--- src/inc/acs_pkg.sv ---
package acs_pkg;

	localparam int unsigned ADDR_W = 8;
	localparam int unsigned DATA_W = 32;
	localparam int unsigned RES_W  = 12;

	// Register byte offsets
	localparam logic [7:0] OFS_CTRL        = 8'h00;
	localparam logic [7:0] OFS_MAXCONV     = 8'h04;
	localparam logic [7:0] OFS_STATUS      = 8'h08;
	localparam logic [3:0] OFS_CHSEL_PAGE  = 4'h1;
	localparam logic [1:0] OFS_RESULT_PAGE = 2'h1;

	// Control register fields
	localparam int unsigned CTRL_CASCADE_BIT = 0;
	localparam int unsigned CTRL_SIMUL_BIT   = 1;
	localparam int unsigned CTRL_SW_P_BIT    = 2;
	localparam int unsigned CTRL_SW_S_BIT    = 3;
	localparam int unsigned CTRL_RST_P_BIT   = 4;
	localparam int unsigned CTRL_RST_S_BIT   = 5;

	// Maximum conversion fields
	localparam int unsigned MAX_P_LSB = 0;
	localparam int unsigned MAX_S_LSB = 4;

	// Status fields
	localparam int unsigned ST_BUSY_BIT    = 0;
	localparam int unsigned ST_OWNER_BIT   = 1;
	localparam int unsigned ST_PEND_P_BIT  = 2;
	localparam int unsigned ST_PEND_S_BIT  = 3;
	localparam int unsigned ST_STATE_P_LSB = 4;
	localparam int unsigned ST_STATE_S_LSB = 8;

	// Reset values
	localparam logic [15:0] CHSEL_RST = 16'h0000;
	localparam logic [3:0]  MAX_P_RST = 4'h0;
	localparam logic [2:0]  MAX_S_RST = 3'h0;

	localparam logic [1:0] RESP_OKAY   = 2'h0;
	localparam logic [1:0] RESP_SLVERR = 2'h2;

	typedef struct packed {
		logic [7:0]  awaddr;
		logic        awvalid;
		logic [31:0] wdata;
		logic [3:0]  wstrb;
		logic        wvalid;
		logic        bready;
		logic [7:0]  araddr;
		logic        arvalid;
		logic        rready;
	} acs_axil_req_t;

	typedef struct packed {
		logic        awready;
		logic        wready;
		logic        bvalid;
		logic [1:0]  bresp;
		logic        arready;
		logic        rvalid;
		logic [31:0] rdata;
		logic [1:0]  rresp;
	} acs_axil_rsp_t;

	typedef struct packed {
		logic       start;
		logic [2:0] mux_a;
		logic [2:0] mux_b;
		logic       sample_both;
		logic       convert_b;
	} acs_core_cmd_t;

	typedef struct packed {
		logic              done;
		logic [RES_W-1:0]  result;
	} acs_core_rsp_t;

	function automatic logic addr_hit(input logic [7:0] a);
		addr_hit = (a[1:0] == 2'h0) &&
			((a == OFS_CTRL) || (a == OFS_MAXCONV) || (a == OFS_STATUS) ||
			 (a[7:4] == OFS_CHSEL_PAGE) || (a[7:6] == OFS_RESULT_PAGE));
	endfunction : addr_hit

endpackage : acs_pkg

--- src/verilog/acs_axil_slave.sv ---
module acs_axil_slave (
	input  wire logic                  aclk,
	input  wire logic                  aresetn,
	input  wire acs_pkg::acs_axil_req_t axil_req,
	output acs_pkg::acs_axil_rsp_t      axil_rsp,
	output logic                       wr_en,
	output logic [7:0]                 wr_addr,
	output logic [31:0]                wr_data,
	output logic [3:0]                 wr_strb,
	output logic [7:0]                 rd_addr,
	input  wire logic [31:0]           rd_data
);

	typedef struct packed {
		logic                   aw_ok;
		logic [7:0]             awaddr;
		logic                   w_ok;
		logic [31:0]            wdata;
		logic [3:0]             wstrb;
		logic                   ar_ok;
		logic [7:0]             araddr;
		acs_pkg::acs_axil_rsp_t rsp;
	} acs_slv_state_t;

	acs_slv_state_t q;
	acs_slv_state_t d;

	always_comb begin
		d = q;
		wr_en = 1'h0;
		if (axil_req.awvalid && q.rsp.awready) begin
			d.aw_ok  = 1'h1;
			d.awaddr = axil_req.awaddr;
		end
		if (axil_req.wvalid && q.rsp.wready) begin
			d.w_ok  = 1'h1;
			d.wdata = axil_req.wdata;
			d.wstrb = axil_req.wstrb;
		end
		if (q.rsp.bvalid && axil_req.bready)
			d.rsp.bvalid = 1'h0;
		// Address and data may arrive in either order; commit once both are held
		if (q.aw_ok && q.w_ok && !q.rsp.bvalid) begin
			wr_en        = 1'h1;
			d.aw_ok      = 1'h0;
			d.w_ok       = 1'h0;
			d.rsp.bvalid = 1'h1;
			d.rsp.bresp  = acs_pkg::addr_hit(q.awaddr) ? acs_pkg::RESP_OKAY : acs_pkg::RESP_SLVERR;
		end
		d.rsp.awready = !d.aw_ok && !d.rsp.bvalid;
		d.rsp.wready  = !d.w_ok && !d.rsp.bvalid;
		if (axil_req.arvalid && q.rsp.arready) begin
			d.ar_ok  = 1'h1;
			d.araddr = axil_req.araddr;
		end
		if (q.rsp.rvalid && axil_req.rready)
			d.rsp.rvalid = 1'h0;
		if (q.ar_ok) begin
			d.ar_ok      = 1'h0;
			d.rsp.rvalid = 1'h1;
			d.rsp.rdata  = acs_pkg::addr_hit(q.araddr) ? rd_data : 32'h0000_0000;
			d.rsp.rresp  = acs_pkg::addr_hit(q.araddr) ? acs_pkg::RESP_OKAY : acs_pkg::RESP_SLVERR;
		end
		d.rsp.arready = !d.ar_ok && !d.rsp.rvalid;
	end

	always_ff @(posedge aclk) begin
		if (!aresetn)
			q <= '0;
		else
			q <= d;
	end

	assign axil_rsp = q.rsp;
	assign wr_addr  = q.awaddr;
	assign wr_data  = q.wdata;
	assign wr_strb  = q.wstrb;
	assign rd_addr  = q.araddr;

endmodule : acs_axil_slave

--- src/verilog/acs_sequencer.sv ---
module acs_sequencer (
	input  wire logic                   aclk,
	input  wire logic                   aresetn,
	input  wire acs_pkg::acs_axil_req_t axil_req,
	output acs_pkg::acs_axil_rsp_t      axil_rsp,
	input  wire logic                   pwm_trigger_a,
	input  wire logic                   pwm_trigger_b,
	input  wire logic                   ext_trigger,
	input  wire acs_pkg::acs_core_rsp_t core_rsp,
	output acs_pkg::acs_core_cmd_t      core_cmd,
	output logic [1:0]                  sequence_end,
	output logic                        seq_busy
);

	typedef enum logic [1:0] {PH_IDLE, PH_ISSUE, PH_WAIT} acs_phase_t;

	typedef struct packed {
		logic                                 cascade;
		logic                                 simul;
		logic [3:0]                           max_p;
		logic [2:0]                           max_s;
		logic [3:0][15:0]                     chsel;
		logic [15:0][acs_pkg::RES_W-1:0]      results;
		acs_phase_t                           phase;
		logic                                 owner_sec;
		logic [3:0]                           state_p;
		logic [2:0]                           state_s;
		logic [3:0]                           res_p;
		logic [2:0]                           res_s;
		logic                                 second_b;
		logic                                 pend_p;
		logic                                 pend_s;
		logic                                 ext_s1;
		logic                                 ext_s2;
		logic                                 ext_prev;
		acs_pkg::acs_core_cmd_t               cmd;
		logic [1:0]                           seq_end;
		logic                                 busy;
	} acs_seq_state_t;

	acs_seq_state_t q;
	acs_seq_state_t d;

	logic        wr_en;
	logic [7:0]  wr_addr;
	logic [31:0] wr_data;
	logic [3:0]  wr_strb;
	logic [7:0]  rd_addr;
	logic [31:0] rd_data;

	logic        ctrl_wr;
	logic        sw_p;
	logic        sw_s;
	logic        rst_p;
	logic        rst_s;
	logic        ext_rise;
	logic        trig_p;
	logic        trig_s;
	logic        grant_p;
	logic        grant_s;
	logic [3:0]  cur_idx;
	logic [3:0]  fld_now;
	logic [3:0]  slot_now;
	logic        at_last;

	acs_axil_slave u_slave (
		.aclk     (aclk),
		.aresetn  (aresetn),
		.axil_req (axil_req),
		.axil_rsp (axil_rsp),
		.wr_en    (wr_en),
		.wr_addr  (wr_addr),
		.wr_data  (wr_data),
		.wr_strb  (wr_strb),
		.rd_addr  (rd_addr),
		.rd_data  (rd_data)
	);

	// Pick field idx out of the four packed select registers
	function automatic logic [3:0] field_of(input logic [3:0][15:0] sel, input logic [3:0] idx);
		logic [15:0] w;
		w = sel[idx[3:2]];
		field_of = w[{idx[1:0], 2'h0} +: 4];
	endfunction : field_of

	assign ctrl_wr = wr_en && (wr_addr == acs_pkg::OFS_CTRL) && wr_strb[0];
	assign sw_p    = ctrl_wr && wr_data[acs_pkg::CTRL_SW_P_BIT];
	assign sw_s    = ctrl_wr && wr_data[acs_pkg::CTRL_SW_S_BIT];
	assign rst_p   = ctrl_wr && wr_data[acs_pkg::CTRL_RST_P_BIT];
	assign rst_s   = ctrl_wr && wr_data[acs_pkg::CTRL_RST_S_BIT];

	// Only the second synchroniser stage feeds the edge detector
	assign ext_rise = q.ext_s2 && !q.ext_prev;

	assign trig_p = pwm_trigger_a || sw_p || ext_rise || (q.cascade && (pwm_trigger_b || sw_s));
	assign trig_s = !q.cascade && (pwm_trigger_b || sw_s);

	// Secondary fields sit at 8..15; primary folds to 0..7 unless cascaded
	assign cur_idx  = q.owner_sec ? {1'h1, q.state_s} :
		(q.cascade ? q.state_p : {1'h0, q.state_p[2:0]});
	assign slot_now = q.owner_sec ? {1'h1, q.res_s} :
		(q.cascade ? q.res_p : {1'h0, q.res_p[2:0]});
	assign at_last  = q.owner_sec ? (q.state_s == q.max_s) :
		(q.cascade ? (q.state_p == q.max_p) : (q.state_p[2:0] == q.max_p[2:0]));
	assign fld_now  = field_of(q.chsel, cur_idx);

	always_comb begin
		d = q;
		grant_p = 1'h0;
		grant_s = 1'h0;
		d.cmd.start = 1'h0;
		d.seq_end = 2'h0;
		d.ext_s1 = ext_trigger;
		d.ext_s2 = q.ext_s1;
		d.ext_prev = q.ext_s2;

		if (wr_en) begin
			if (ctrl_wr) begin
				d.cascade = wr_data[acs_pkg::CTRL_CASCADE_BIT];
				d.simul   = wr_data[acs_pkg::CTRL_SIMUL_BIT];
			end
			if ((wr_addr == acs_pkg::OFS_MAXCONV) && wr_strb[0]) begin
				d.max_p = wr_data[acs_pkg::MAX_P_LSB +: 4];
				d.max_s = wr_data[acs_pkg::MAX_S_LSB +: 3];
			end
			if ((wr_addr[7:4] == acs_pkg::OFS_CHSEL_PAGE) && (wr_addr[1:0] == 2'h0)) begin
				if (wr_strb[0])
					d.chsel[wr_addr[3:2]][7:0] = wr_data[7:0];
				if (wr_strb[1])
					d.chsel[wr_addr[3:2]][15:8] = wr_data[15:8];
			end
		end

		case (q.phase)
			PH_IDLE: begin
				if (q.pend_p) begin
					grant_p = 1'h1;
					d.owner_sec = 1'h0;
					d.second_b = 1'h0;
					d.phase = PH_ISSUE;
				end else if (q.pend_s && !q.cascade) begin
					grant_s = 1'h1;
					d.owner_sec = 1'h1;
					d.second_b = 1'h0;
					d.phase = PH_ISSUE;
				end
			end
			PH_ISSUE: begin
				d.cmd.start = 1'h1;
				d.cmd.mux_a = fld_now[2:0];
				d.cmd.mux_b = fld_now[2:0];
				if (q.simul) begin
					d.cmd.sample_both = 1'h1;
					d.cmd.convert_b = q.second_b;
				end else begin
					d.cmd.sample_both = 1'h0;
					d.cmd.convert_b = fld_now[3];
				end
				d.phase = PH_WAIT;
			end
			PH_WAIT: begin
				if (core_rsp.done) begin
					d.results[slot_now] = core_rsp.result;
					// Pointer steps once per result, so a pair moves it by two
					if (q.owner_sec)
						d.res_s = q.res_s + 3'h1;
					else
						d.res_p = q.res_p + 4'h1;
					if (q.simul && !q.second_b) begin
						d.second_b = 1'h1;
						d.phase = PH_ISSUE;
					end else begin
						d.second_b = 1'h0;
						if (at_last) begin
							d.seq_end = q.owner_sec ? 2'h2 : 2'h1;
							if (q.owner_sec) begin
								d.state_s = 3'h0;
								d.res_s = 3'h0;
							end else begin
								d.state_p = 4'h0;
								d.res_p = 4'h0;
							end
							d.phase = PH_IDLE;
						end else begin
							if (q.owner_sec)
								d.state_s = q.state_s + 3'h1;
							else
								d.state_p = q.state_p + 4'h1;
							d.phase = PH_ISSUE;
						end
					end
				end
			end
			default: d.phase = PH_IDLE;
		endcase

		// Software rewind also aborts a running sequence of that sequencer
		if (rst_p) begin
			d.state_p = 4'h0;
			d.res_p = 4'h0;
			if (!q.owner_sec && (q.phase != PH_IDLE))
				d.phase = PH_IDLE;
		end
		if (rst_s) begin
			d.state_s = 3'h0;
			d.res_s = 3'h0;
			if (q.owner_sec && (q.phase != PH_IDLE))
				d.phase = PH_IDLE;
		end

		// A new trigger beats a grant or rewind in the same cycle
		d.pend_p = (q.pend_p && !grant_p && !rst_p) || trig_p;
		d.pend_s = ((q.pend_s && !grant_s && !rst_s) || trig_s) && !q.cascade;
		d.busy = (d.phase != PH_IDLE);
	end

	always_ff @(posedge aclk) begin
		if (!aresetn) begin
			q <= '0;
			q.chsel <= {4{acs_pkg::CHSEL_RST}};
			q.max_p <= acs_pkg::MAX_P_RST;
			q.max_s <= acs_pkg::MAX_S_RST;
		end else begin
			q <= d;
		end
	end

	always_comb begin
		rd_data = 32'h0000_0000;
		if (rd_addr == acs_pkg::OFS_CTRL) begin
			rd_data[acs_pkg::CTRL_CASCADE_BIT] = q.cascade;
			rd_data[acs_pkg::CTRL_SIMUL_BIT]   = q.simul;
		end else if (rd_addr == acs_pkg::OFS_MAXCONV) begin
			rd_data[acs_pkg::MAX_P_LSB +: 4] = q.max_p;
			rd_data[acs_pkg::MAX_S_LSB +: 3] = q.max_s;
		end else if (rd_addr == acs_pkg::OFS_STATUS) begin
			rd_data[acs_pkg::ST_BUSY_BIT]         = q.busy;
			rd_data[acs_pkg::ST_OWNER_BIT]        = q.owner_sec;
			rd_data[acs_pkg::ST_PEND_P_BIT]       = q.pend_p;
			rd_data[acs_pkg::ST_PEND_S_BIT]       = q.pend_s;
			rd_data[acs_pkg::ST_STATE_P_LSB +: 4] = q.state_p;
			rd_data[acs_pkg::ST_STATE_S_LSB +: 3] = q.state_s;
		end else if (rd_addr[7:4] == acs_pkg::OFS_CHSEL_PAGE) begin
			rd_data[15:0] = q.chsel[rd_addr[3:2]];
		end else if (rd_addr[7:6] == acs_pkg::OFS_RESULT_PAGE) begin
			rd_data[acs_pkg::RES_W-1:0] = q.results[rd_addr[5:2]];
		end
	end

	assign core_cmd     = q.cmd;
	assign sequence_end = q.seq_end;
	assign seq_busy     = q.busy;
endmodule : acs_sequencer

--- config.mk ---
export PLATFORM = sky130hd
export DESIGN_NAME = acs_sequencer
export DESIGN_NICKNAME = d
export VERILOG_FILES = /design/src/inc/acs_pkg.sv /design/src/verilog/acs_axil_slave.sv /design/src/verilog/acs_sequencer.sv
export SDC_FILE = /design/constraint.sdc
export NUM_CORES = 1
export LEC_CHECK = 0
export BUFFER_PORTS_ARGS = -buffer_cell sky130_fd_sc_hd__buf_2
export CORE_MARGIN = 2
export CORE_UTILIZATION = 55
export DETAILED_ROUTE_END_ITERATION = 10
export PLACE_DENSITY = 0.74
export SLEW_MARGIN = 0
export SYNTH_ARGS = -nofsm -noshare
export SYNTH_HDL_FRONTEND = slang
export SYNTH_SLANG_ARGS = --single-unit
export TNS_END_PERCENT = 100
--- constraint.sdc ---
create_clock -name aclk -period 2.4 [get_ports aclk]
set_input_delay 0.12 -clock aclk [delete_from_list [all_inputs] [get_ports aclk]]
set_output_delay 0.12 -clock aclk [all_outputs]
set_load 0.02 [all_outputs]
# ---- After elaboration in Yosys (flattened, before gate mapping)
# Index checks and enable logic that the tools add are counted.
dict set report totals {
  register_bits 393
  out_inout_bits 53
}
dict set report op_classes {
  shifts 1
  n_eq_ne 15
  bitwise 6
  mux 82
  reduce_logical 82
  magnitude_cmp 7
  add_sub_neg 4
}
# op n
set op_table {}
lappend op_table {{$mux W64} 4}
lappend op_table {{$bwmux W192} 1}
lappend op_table {{$bwmux W64} 2}
lappend op_table {{$bmux W16 S2} 2}
lappend op_table {{$demux W16 S2} 2}
lappend op_table {{$mux W16} 4}
lappend op_table {{$bmux W12 S4} 1}
lappend op_table {{$demux W12 S4} 1}
lappend op_table {{$mux W12} 4}
lappend op_table {{$mux W37} 1}
lappend op_table {{$mux W4} 9}
lappend op_table {{$mux W9} 4}
lappend op_table {{$mux W35} 1}
lappend op_table {{$logic_and A1 B1 Y1} 34}
lappend op_table {{$mux W7} 4}
lappend op_table {{$mux W3} 7}
lappend op_table {{$mux W2} 10}
lappend op_table {{$mux W1} 19}
lappend op_table {{$eq A8 B3 Y1 const B} 2}
lappend op_table {{$eq A8 B4 Y1 const B} 2}
lappend op_table {{$logic_not A8 Y1} 2}
lappend op_table {{$shiftx A16 B5 Y4} 1}
lappend op_table {{$logic_not A1 Y1} 14}
lappend op_table {{$logic_or A1 B1 Y1} 14}
lappend op_table {{27 further kinds} 52}

# ---- Logic depth before layout (Yosys ltp)
# Gate-level depths: netlist of run 1.
dict set report depth {
  ltp_word 12
  depth_mapped 9
  ltp_nobuf 5
}

# ---- By module
# Synthesis of run 1 repeated with hierarchy kept, for this count alone.
dict set report unflattened {
  cells_unflattened 1998
  area_unflattened_um2 18607.8
}
# mod cells_each instances seq_area_each_um2 area_each_um2
set by_module_without_submodules {}
lappend by_module_without_submodules {acs_sequencer 1491 1 5945.7 14248.7}
lappend by_module_without_submodules {acs_axil_slave 507 1 1881.8 4359.2}

# ---- Least setup slack after synthesis of run 1
# OpenSTA, ideal clock, no wires.
dict set report synth_timing {
  path_kind {register to register}
  startpoint {register q[32] (netlist name)}
  endpoint {register q (netlist bit core_cmd[2])}
  setup_time_ns 0.125
  stages_incl_launch_ff 9
  t_arrival_ns 1.806
  slack_ns 0.469
  t_required_ns 2.275
  period_less_slack_ns 1.931
  path_cell_list {dfxtp_1 > buf_2 > mux2i_1 > buf_4 > buf_6 > mux2i_1 > o22ai_1 > o21ai_0 > nand3_1}
}
dict set report synth_via {
  elab_chain_len 4
}
# element line
set synth_lines {}
lappend synth_lines {{from (decl)} acs_sequencer.sv:41} ;# acs_seq_state_t q;
lappend synth_lines {{$mux W4 (*)} acs_sequencer.sv:99} ;# assign cur_idx = q.owner_sec ? {1'h1, q.state_s} :
lappend synth_lines {{$bmux W16 S2} acs_sequencer.sv:82} ;# w = sel[idx[3:2]];
lappend synth_lines {{$mux W16 (not written as such)} acs_sequencer.sv:82}
lappend synth_lines {{$shiftx A16 B5 Y4 (*)} acs_sequencer.sv:83} ;# field_of = w[{idx[1:0], 2'h0} +: 4];
# Every way passes the cells marked *; elsewhere a longest branch is shown, timed or not. The select of a mux whose other input is x is not followed.
# A chain may end at the register's enable or synchronous reset.

# ---- Worst setup path after layout of run 1
dict set report layout_timing {
  startpoint {register q[27] (netlist name)}
  endpoint {register q[18] (netlist name)}
}
dict set report layout_via {
  elab_chain_len 4
}
# element line
set layout_lines {}
lappend layout_lines {{$eq A3 B3 Y1} acs_sequencer.sv:103} ;# assign at_last = q.owner_sec ? (q.state_s == q.max_s) :
lappend layout_lines {{$mux W1} acs_sequencer.sv:103}
lappend layout_lines {{$mux W7} acs_sequencer.sv:174} ;# if (at_last) begin
lappend layout_lines {{$mux W7} acs_sequencer.sv:169} ;# if (q.simul && !q.second_b) begin
# No other way between the ends.

==> impl_metrics.tcl, run 1 <==
set metrics [dict create \
    grt_pass1_vias 12890 \
    hpwl_mm 29.01 \
    final_cell_mix "dfxtp_1 (355), mux2i_1 (248), nor2b_1 (232)" \
    cp.depth 6 \
    seq_area_frac_synth_pct 41.06 \
    power.density_mw_per_mm2 640.6 \
    grt_pass1_wl_mm 71.02 \
    cp.required_ns 2.87 \
    hold_violations 0 \
    critPathBufInv 1 \
    synth-warning-count 0 \
    cts_made_buffers 39 \
    syn_area_per_cell_um2 10.24 \
    die-area_mm2 0.03308 \
    slew_headroom_pct 51.77 \
    synth-main-ff-cell "dfxtp_1" \
    async_flop_share_pct 0 \
    synth_top_area_cell "dfxtp_1" \
    cts.clk_slew.worst_paths_ns 0.06 \
    leakagePower_nw 7.574 \
    mostFrequentLayoutCell "dfxtp_1" \
    post-route-min-period_ns 2.187 \
    r2r-end "q[18]" \
    rr_worst_depth 6 \
    grt-ovfl-total 0 \
    synth_top_cell_area_share_pct 41.06 \
    fin_ws_ns 0.2125 \
    ios 128 \
    post_synth_num_cell_types 71 \
    synth_edf_count 0 \
    grt_start_max_net_pins 200 \
    chipWidth_um 181.9 \
    avgViaCountPerCell 5.811 \
    endpoint "q[18]" \
    port_buffers 91 \
    crit_start "q[27]" \
    dr.pass1.iters 5 \
    min_delay_path_depth 3 \
    core_area_mm2 0.03139 \
    critical-path-top-delay-family "simple AND/OR/NAND/NOR gates" \
    antenna_found_initial 1 \
    crit_path_top_delay_cell "dfxtp_1" \
    cp.arrival_ns 2.66 \
    routed_wirelength_mm 45.00 \
    instances_no_fill 2228 \
    initial_core_util_pct 55.44 \
    wl_per_cell_um 20.20 \
    vias 12950 \
    cts_tree "yes" \
    hold_path_class "in2reg" \
    path_class "reg2reg" \
    layout.nets 1878 \
    drv_cap 0 \
    setup_tns_ns 0 \
    crit_fanout 22 \
    syn2layout_area_growth_pct 14.31 \
    antenna_left 0 \
    n_fill_cell 2495 \
    row_count 65 \
    grt_usage_pct 27.22 \
    cp-start-kind "flop" \
    pre_cts_ws_ns 0.1164 \
    insertion_delay_ns 0.55 \
    drc 0 \
    die_h_um 181.9 \
    crit_path_end_kind "flop" \
    synthCells 1700 \
    place_congestion 0.8855 \
    irDropWorstVdd_uv 657.8 \
    worst_pin_slew_ns 0.7235 \
    synthesis.area_mm2 0.01740 \
    reg2reg_slack_ns 0.21 \
    ys_ff_latch 357 \
    drive_above_1_share_pct 18.85 \
    critPathMaxStageDelay_ns 0.62 \
    status "finished clean" \
    r2r_start "q[27]" \
    max_freq_mhz 457.1 \
    finalSetupViolCount 0 \
    htreeDepth 2 \
    drv_slew 0 \
    crit_chain "xor2_1, nor4_1, a31oi_1, buf_12, or4_1, nand3_1" \
    drt_first_iter_violations 1072 \
    fin_crit_sh_pct 91.15 \
    synth_area_leaders "dfxtp_1 (41%), mux2i_1 (14%), mux4_2 (9.4%), nor2b_1 (8.3%), nand2_1 (4.4%)" \
    rsz0062_at_grt "no" \
    cts_num_sinks 357 \
    clockRootBuffer "clkbuf_16" \
    dp_cells 2092 \
    clock_skew_ns 0.02568 \
    cts_buffer_depth 3 \
]
## tightest hold or removal path, stage by stage
cell and delay [ns]:
buf_2 0.19, mux2i_1 0.15, nor2b_1 0.05
## power by group
| part | switching (W) | internal [W] | leakage (nW) | total, W |
|---|---|---|---|---|
| Sequential | 0.0000755 | 0.00598 | 2.88 | 0.00606 |
| Clock | 0.00242 | 0.00341 | 0.615 | 0.00582 |
| Combinational | 0.000486 | 0.000376 | 4.08 | 0.000862 |
## layer usage
layer	share of wire [%]	track usage [%]
met3	6.1	5.195
met1	43	34.50
met5	0	0
met2	48	46.19
met4	3.3	10.42
## synth_stat cells (all sizes together), types with 5 or more instances
master	number
ha	6
dfxtp	357
nor2	38
a31oi	9
a21oi	24
nor2b	232
nand3	29
a211oi	17
inv	17
o221ai	7
mux2i	249
o21ai	22
nand4	5
a22oi	10
mux2	6
and3	8
a21boi	86
nand3b	6
o211ai	7
clkbuf	75
and2	15
nand2b	14
mux4	73
xor2	6
o22ai	6
nor3	6
nand2	202
buf	104
## cell families (layout without fill, tap and decap cells)
family                     after synthesis  after routing  share of synthesized area (%)
and+or+nand+nor                        580            580                          17.84
DFF                                    357            357                          41.06
muxes                                  328            328                          24.16
AOI/OAI and AO/OA                      224            224                          9.907
buffers and inverters                  197            305                          6.226
xor gates and xnor gates                 7              7                         0.3523
adders and majority gates                6              6                         0.4313
other                                    1             19                        0.02155
## metrics by stage
stage	cell area [µm²]	utilization (%)	total power (W)	hold slack (ns)
6_report	19900	63.38	0.01274	0.03085
5_1_grt	19890	63.37	0.01314	0.03636
4_1_cts	19830	63.18	0.01277	0.01543
3_5_place_dp	18000	57.35	0.006950	0.3564
3_3_place_gp	18000	57.35	0.006936	0.3470
2_1_floorplan	17470	-	0.006729	0.2473
## worst min-delay path by stage
stage | from | to | slack (ns)
detailed placement | ext_trigger | d[13] | 0.36
global placement | ext_trigger | d[13] | 0.35
floorplan | ext_trigger | d[13] | 0.25
CTS | core_rsp[11] | q[142] | 0.02
finish | core_rsp[11] | q[142] | 0.03
global route | core_rsp[11] | q[154] | 0.04
## state kept, by name, indices dropped and copies added (netlist names), 3 cells and up
register	cells
q	286
u_slave.rd_addr	8
u_slave.wr_addr	8
u_slave.q	3
u_slave.wr_data	16
u_slave.axil_rsp	23
core_cmd	6
## repair_timing
item,4_1_cts,5_1_grt
gates resized for setup,0,0
hold endpoints to repair,63,0
hold buffers,58,0
setup buffers,0,8
setup endpoints to repair,0,1
## area by class of cell
class	count	area, µm²	area share (%)
Antenna cell	1	2.502	0.01258
Clock buffer	61	1190	5.981
Clock inverter	8	57.56	0.2893
Inverter	18	67.56	0.3396
Multi-Input combinational cell	1163	9250	46.49
Sequential cell	357	7152	35.95
Tap cell	402	503.0	2.528
Timing Repair Buffer	218	1673	8.408
Note: power is estimated with default switching activity, not from simulation.
==> run 2: changes to the inputs <==
--- a/config.mk
+++ b/config.mk
@@ -9,7 +9,7 @@
 export CORE_MARGIN = 2
 export CORE_UTILIZATION = 55
 export DETAILED_ROUTE_END_ITERATION = 10
-export PLACE_DENSITY = 0.74
+export PLACE_DENSITY = 0.77
 export SLEW_MARGIN = 0
 export SYNTH_ARGS = -nofsm -noshare
 export SYNTH_HDL_FRONTEND = slang
==> constraint.sdc (replaced) <==
create_clock -name aclk -period 1.8 [get_ports aclk]
set_input_delay 0.09 -clock aclk [delete_from_list [all_inputs] [get_ports aclk]]
set_output_delay 0.09 -clock aclk [all_outputs]
set_load 0.02 [all_outputs]
==> impl_metrics.tcl, run 2 (synthesis gave the netlist of run 1 again) <==
set metrics [dict create \
    cts.clk_slew.worst_paths_ns 0.06 \
    wl_per_cell_um 23.55 \
    clock_skew_ns 0.02903 \
    largest_reg_flops 286 \
    top_register "q" \
    cts_num_sinks 357 \
    chipWidth_um 181.9 \
    worst_pin_slew_ns 1.336 \
    port_buffers 91 \
    insertion_delay_ns 0.55 \
    clockRootBuffer "clkbuf_16" \
    hold_violations 0 \
    cts_made_buffers 39 \
    antenna_found_initial 1 \
    rsz0062_at_grt "yes" \
    hold_path_class "in2reg" \
    irDropWorstVdd_uv 842.0 \
    grt_start_max_net_pins 153 \
    grt_pass1_wl_mm 77.31 \
    cts_tree "yes" \
    cts_buffer_depth 3 \
    violations "setup timing" \
    routed_wirelength_mm 55.61 \
    place_congestion 0.9530 \
    hpwl_mm 32.33 \
    placedInstanceArea_mm2 0.01895 \
    cp-start-kind "flop" \
    leakagePower_nw 8.827 \
    fin_crit_sh_pct 117.8 \
    cp.required_ns 2.18 \
    htreeDepth 2 \
    power.density_mw_per_mm2 790.8 \
    core_area_mm2 0.03139 \
    layout.nets 2010 \
    drv_slew 0 \
    syn2layout_area_growth_pct 29.48 \
    fin_util_pct 71.78 \
    grt_pass1_vias 13960 \
    die_h_um 181.9 \
    cp.arrival_ns 2.50 \
    final_cell_mix "dfxtp_1 (348), mux2i_1 (231), nor2b_1 (230)" \
    avgViaCountPerCell 6.168 \
    antenna_left 0 \
    initial_core_util_pct 55.44 \
    drc 0 \
    die-area_mm2 0.03308 \
    vias 14560 \
    n_fill_cell 1926 \
    slew_headroom_pct 10.77 \
    instances_no_fill 2361 \
    drv_cap 0 \
    post-route-min-period_ns 2.120 \
    drt_first_iter_violations 1661 \
    mostFrequentLayoutCell "dfxtp_1" \
    path_class "reg2reg" \
    grt_usage_pct 29.66 \
    multi_input_area_mm2 0.01020 \
    regArea_mm2 0.007166 \
    max_freq_mhz 471.6 \
    fin_area_mm2 0.02253 \
    fin_ws_ns -0.3204 \
    ios 128 \
    finalSetupViolCount 172 \
    crit_path_end_kind "flop" \
    row_count 65 \
    dr.pass1.iters 8 \
    drive_above_1_share_pct 33.20 \
    status "complete, but fails checks" \
    dp_cells 2190 \
    pre_cts_ws_ns -0.4779 \
    grt-ovfl-total 0 \
    crit_fanout 4 \
]
[run 2: report_power, final]
part           total [W]  internal, W  switching, W  leakage, nW
sequential       0.00808      0.00798      0.000101         2.89
combinational    0.00151     0.000698      0.000808         5.28
clock            0.00824      0.00489       0.00335        0.658
[run 2: worst paths after layout]
| path | slack, ns | endpoint | cells after the start | from |
|---|---|---|---|---|
| min reg2reg | 0.46 | q[12] | 1 | d[12] |
| min | 0.04 | q[134] | 3 | core_rsp[3] |
| max | -0.32 | u_slave.axil_rsp[9] | 5 | u_slave.rd_addr[2] |
| max reg2reg | -0.32 | u_slave.axil_rsp[9] | 5 | u_slave.rd_addr[2] |
[run 2: worst max-delay path, cell delays in order, from the launching register on]
cell and delay, ns:
dfxtp_4 0.39, buf_12 0.13, buf_8 0.10, mux4_2 0.48, a222oi_1 0.73, o21ai_2 0.11
[run 2: timing repair]
action                                 4_1_cts  5_1_grt
pin swaps                                   19      104
endpoints found under the hold margin      107        0
setup buffers                               22       22
setup endpoints to repair                  224      248
gates resized for setup                     82      258
hold buffers                                50        0
gates cloned                                 5        7
[run 2: layout make-up]
type	instances	share of cell area (%)
tap	402	2.232
sequential	357	31.80
timing repair buffer	350	14.55
antenna	1	0.01110
multi-input combinational	1163	45.25
clock inverter	15	0.7496
clock buffer	55	5.092
inverter	18	0.3165
[run 2: per-stage QoR]
step	total power [W]	TNS, ns	hold slack [ns]
after floorplan	0.008987	-1.943	0.2173
after detailed placement	0.009387	-21.96	0.3017
final	0.01782	-12.86	0.03862
after global routing	0.01827	-20.21	0.04518
after global placement	0.009364	-15.10	0.2974
after CTS	0.01768	-2.531	0.007337
[run 2: per-layer routing]
| layer | vias to the layer above | routed length, µm | global-route usage (%) |
|---|---|---|---|
| li1 | 6376 | - | - |
| met4 | 0 | 3100 | 13.55 |
| met1 | 7095 | 21210 | 37.47 |
| met5 | - | 0 | 0 |
| met2 | 847 | 26380 | 49.55 |
| met3 | 244 | 4920 | 5.455 |
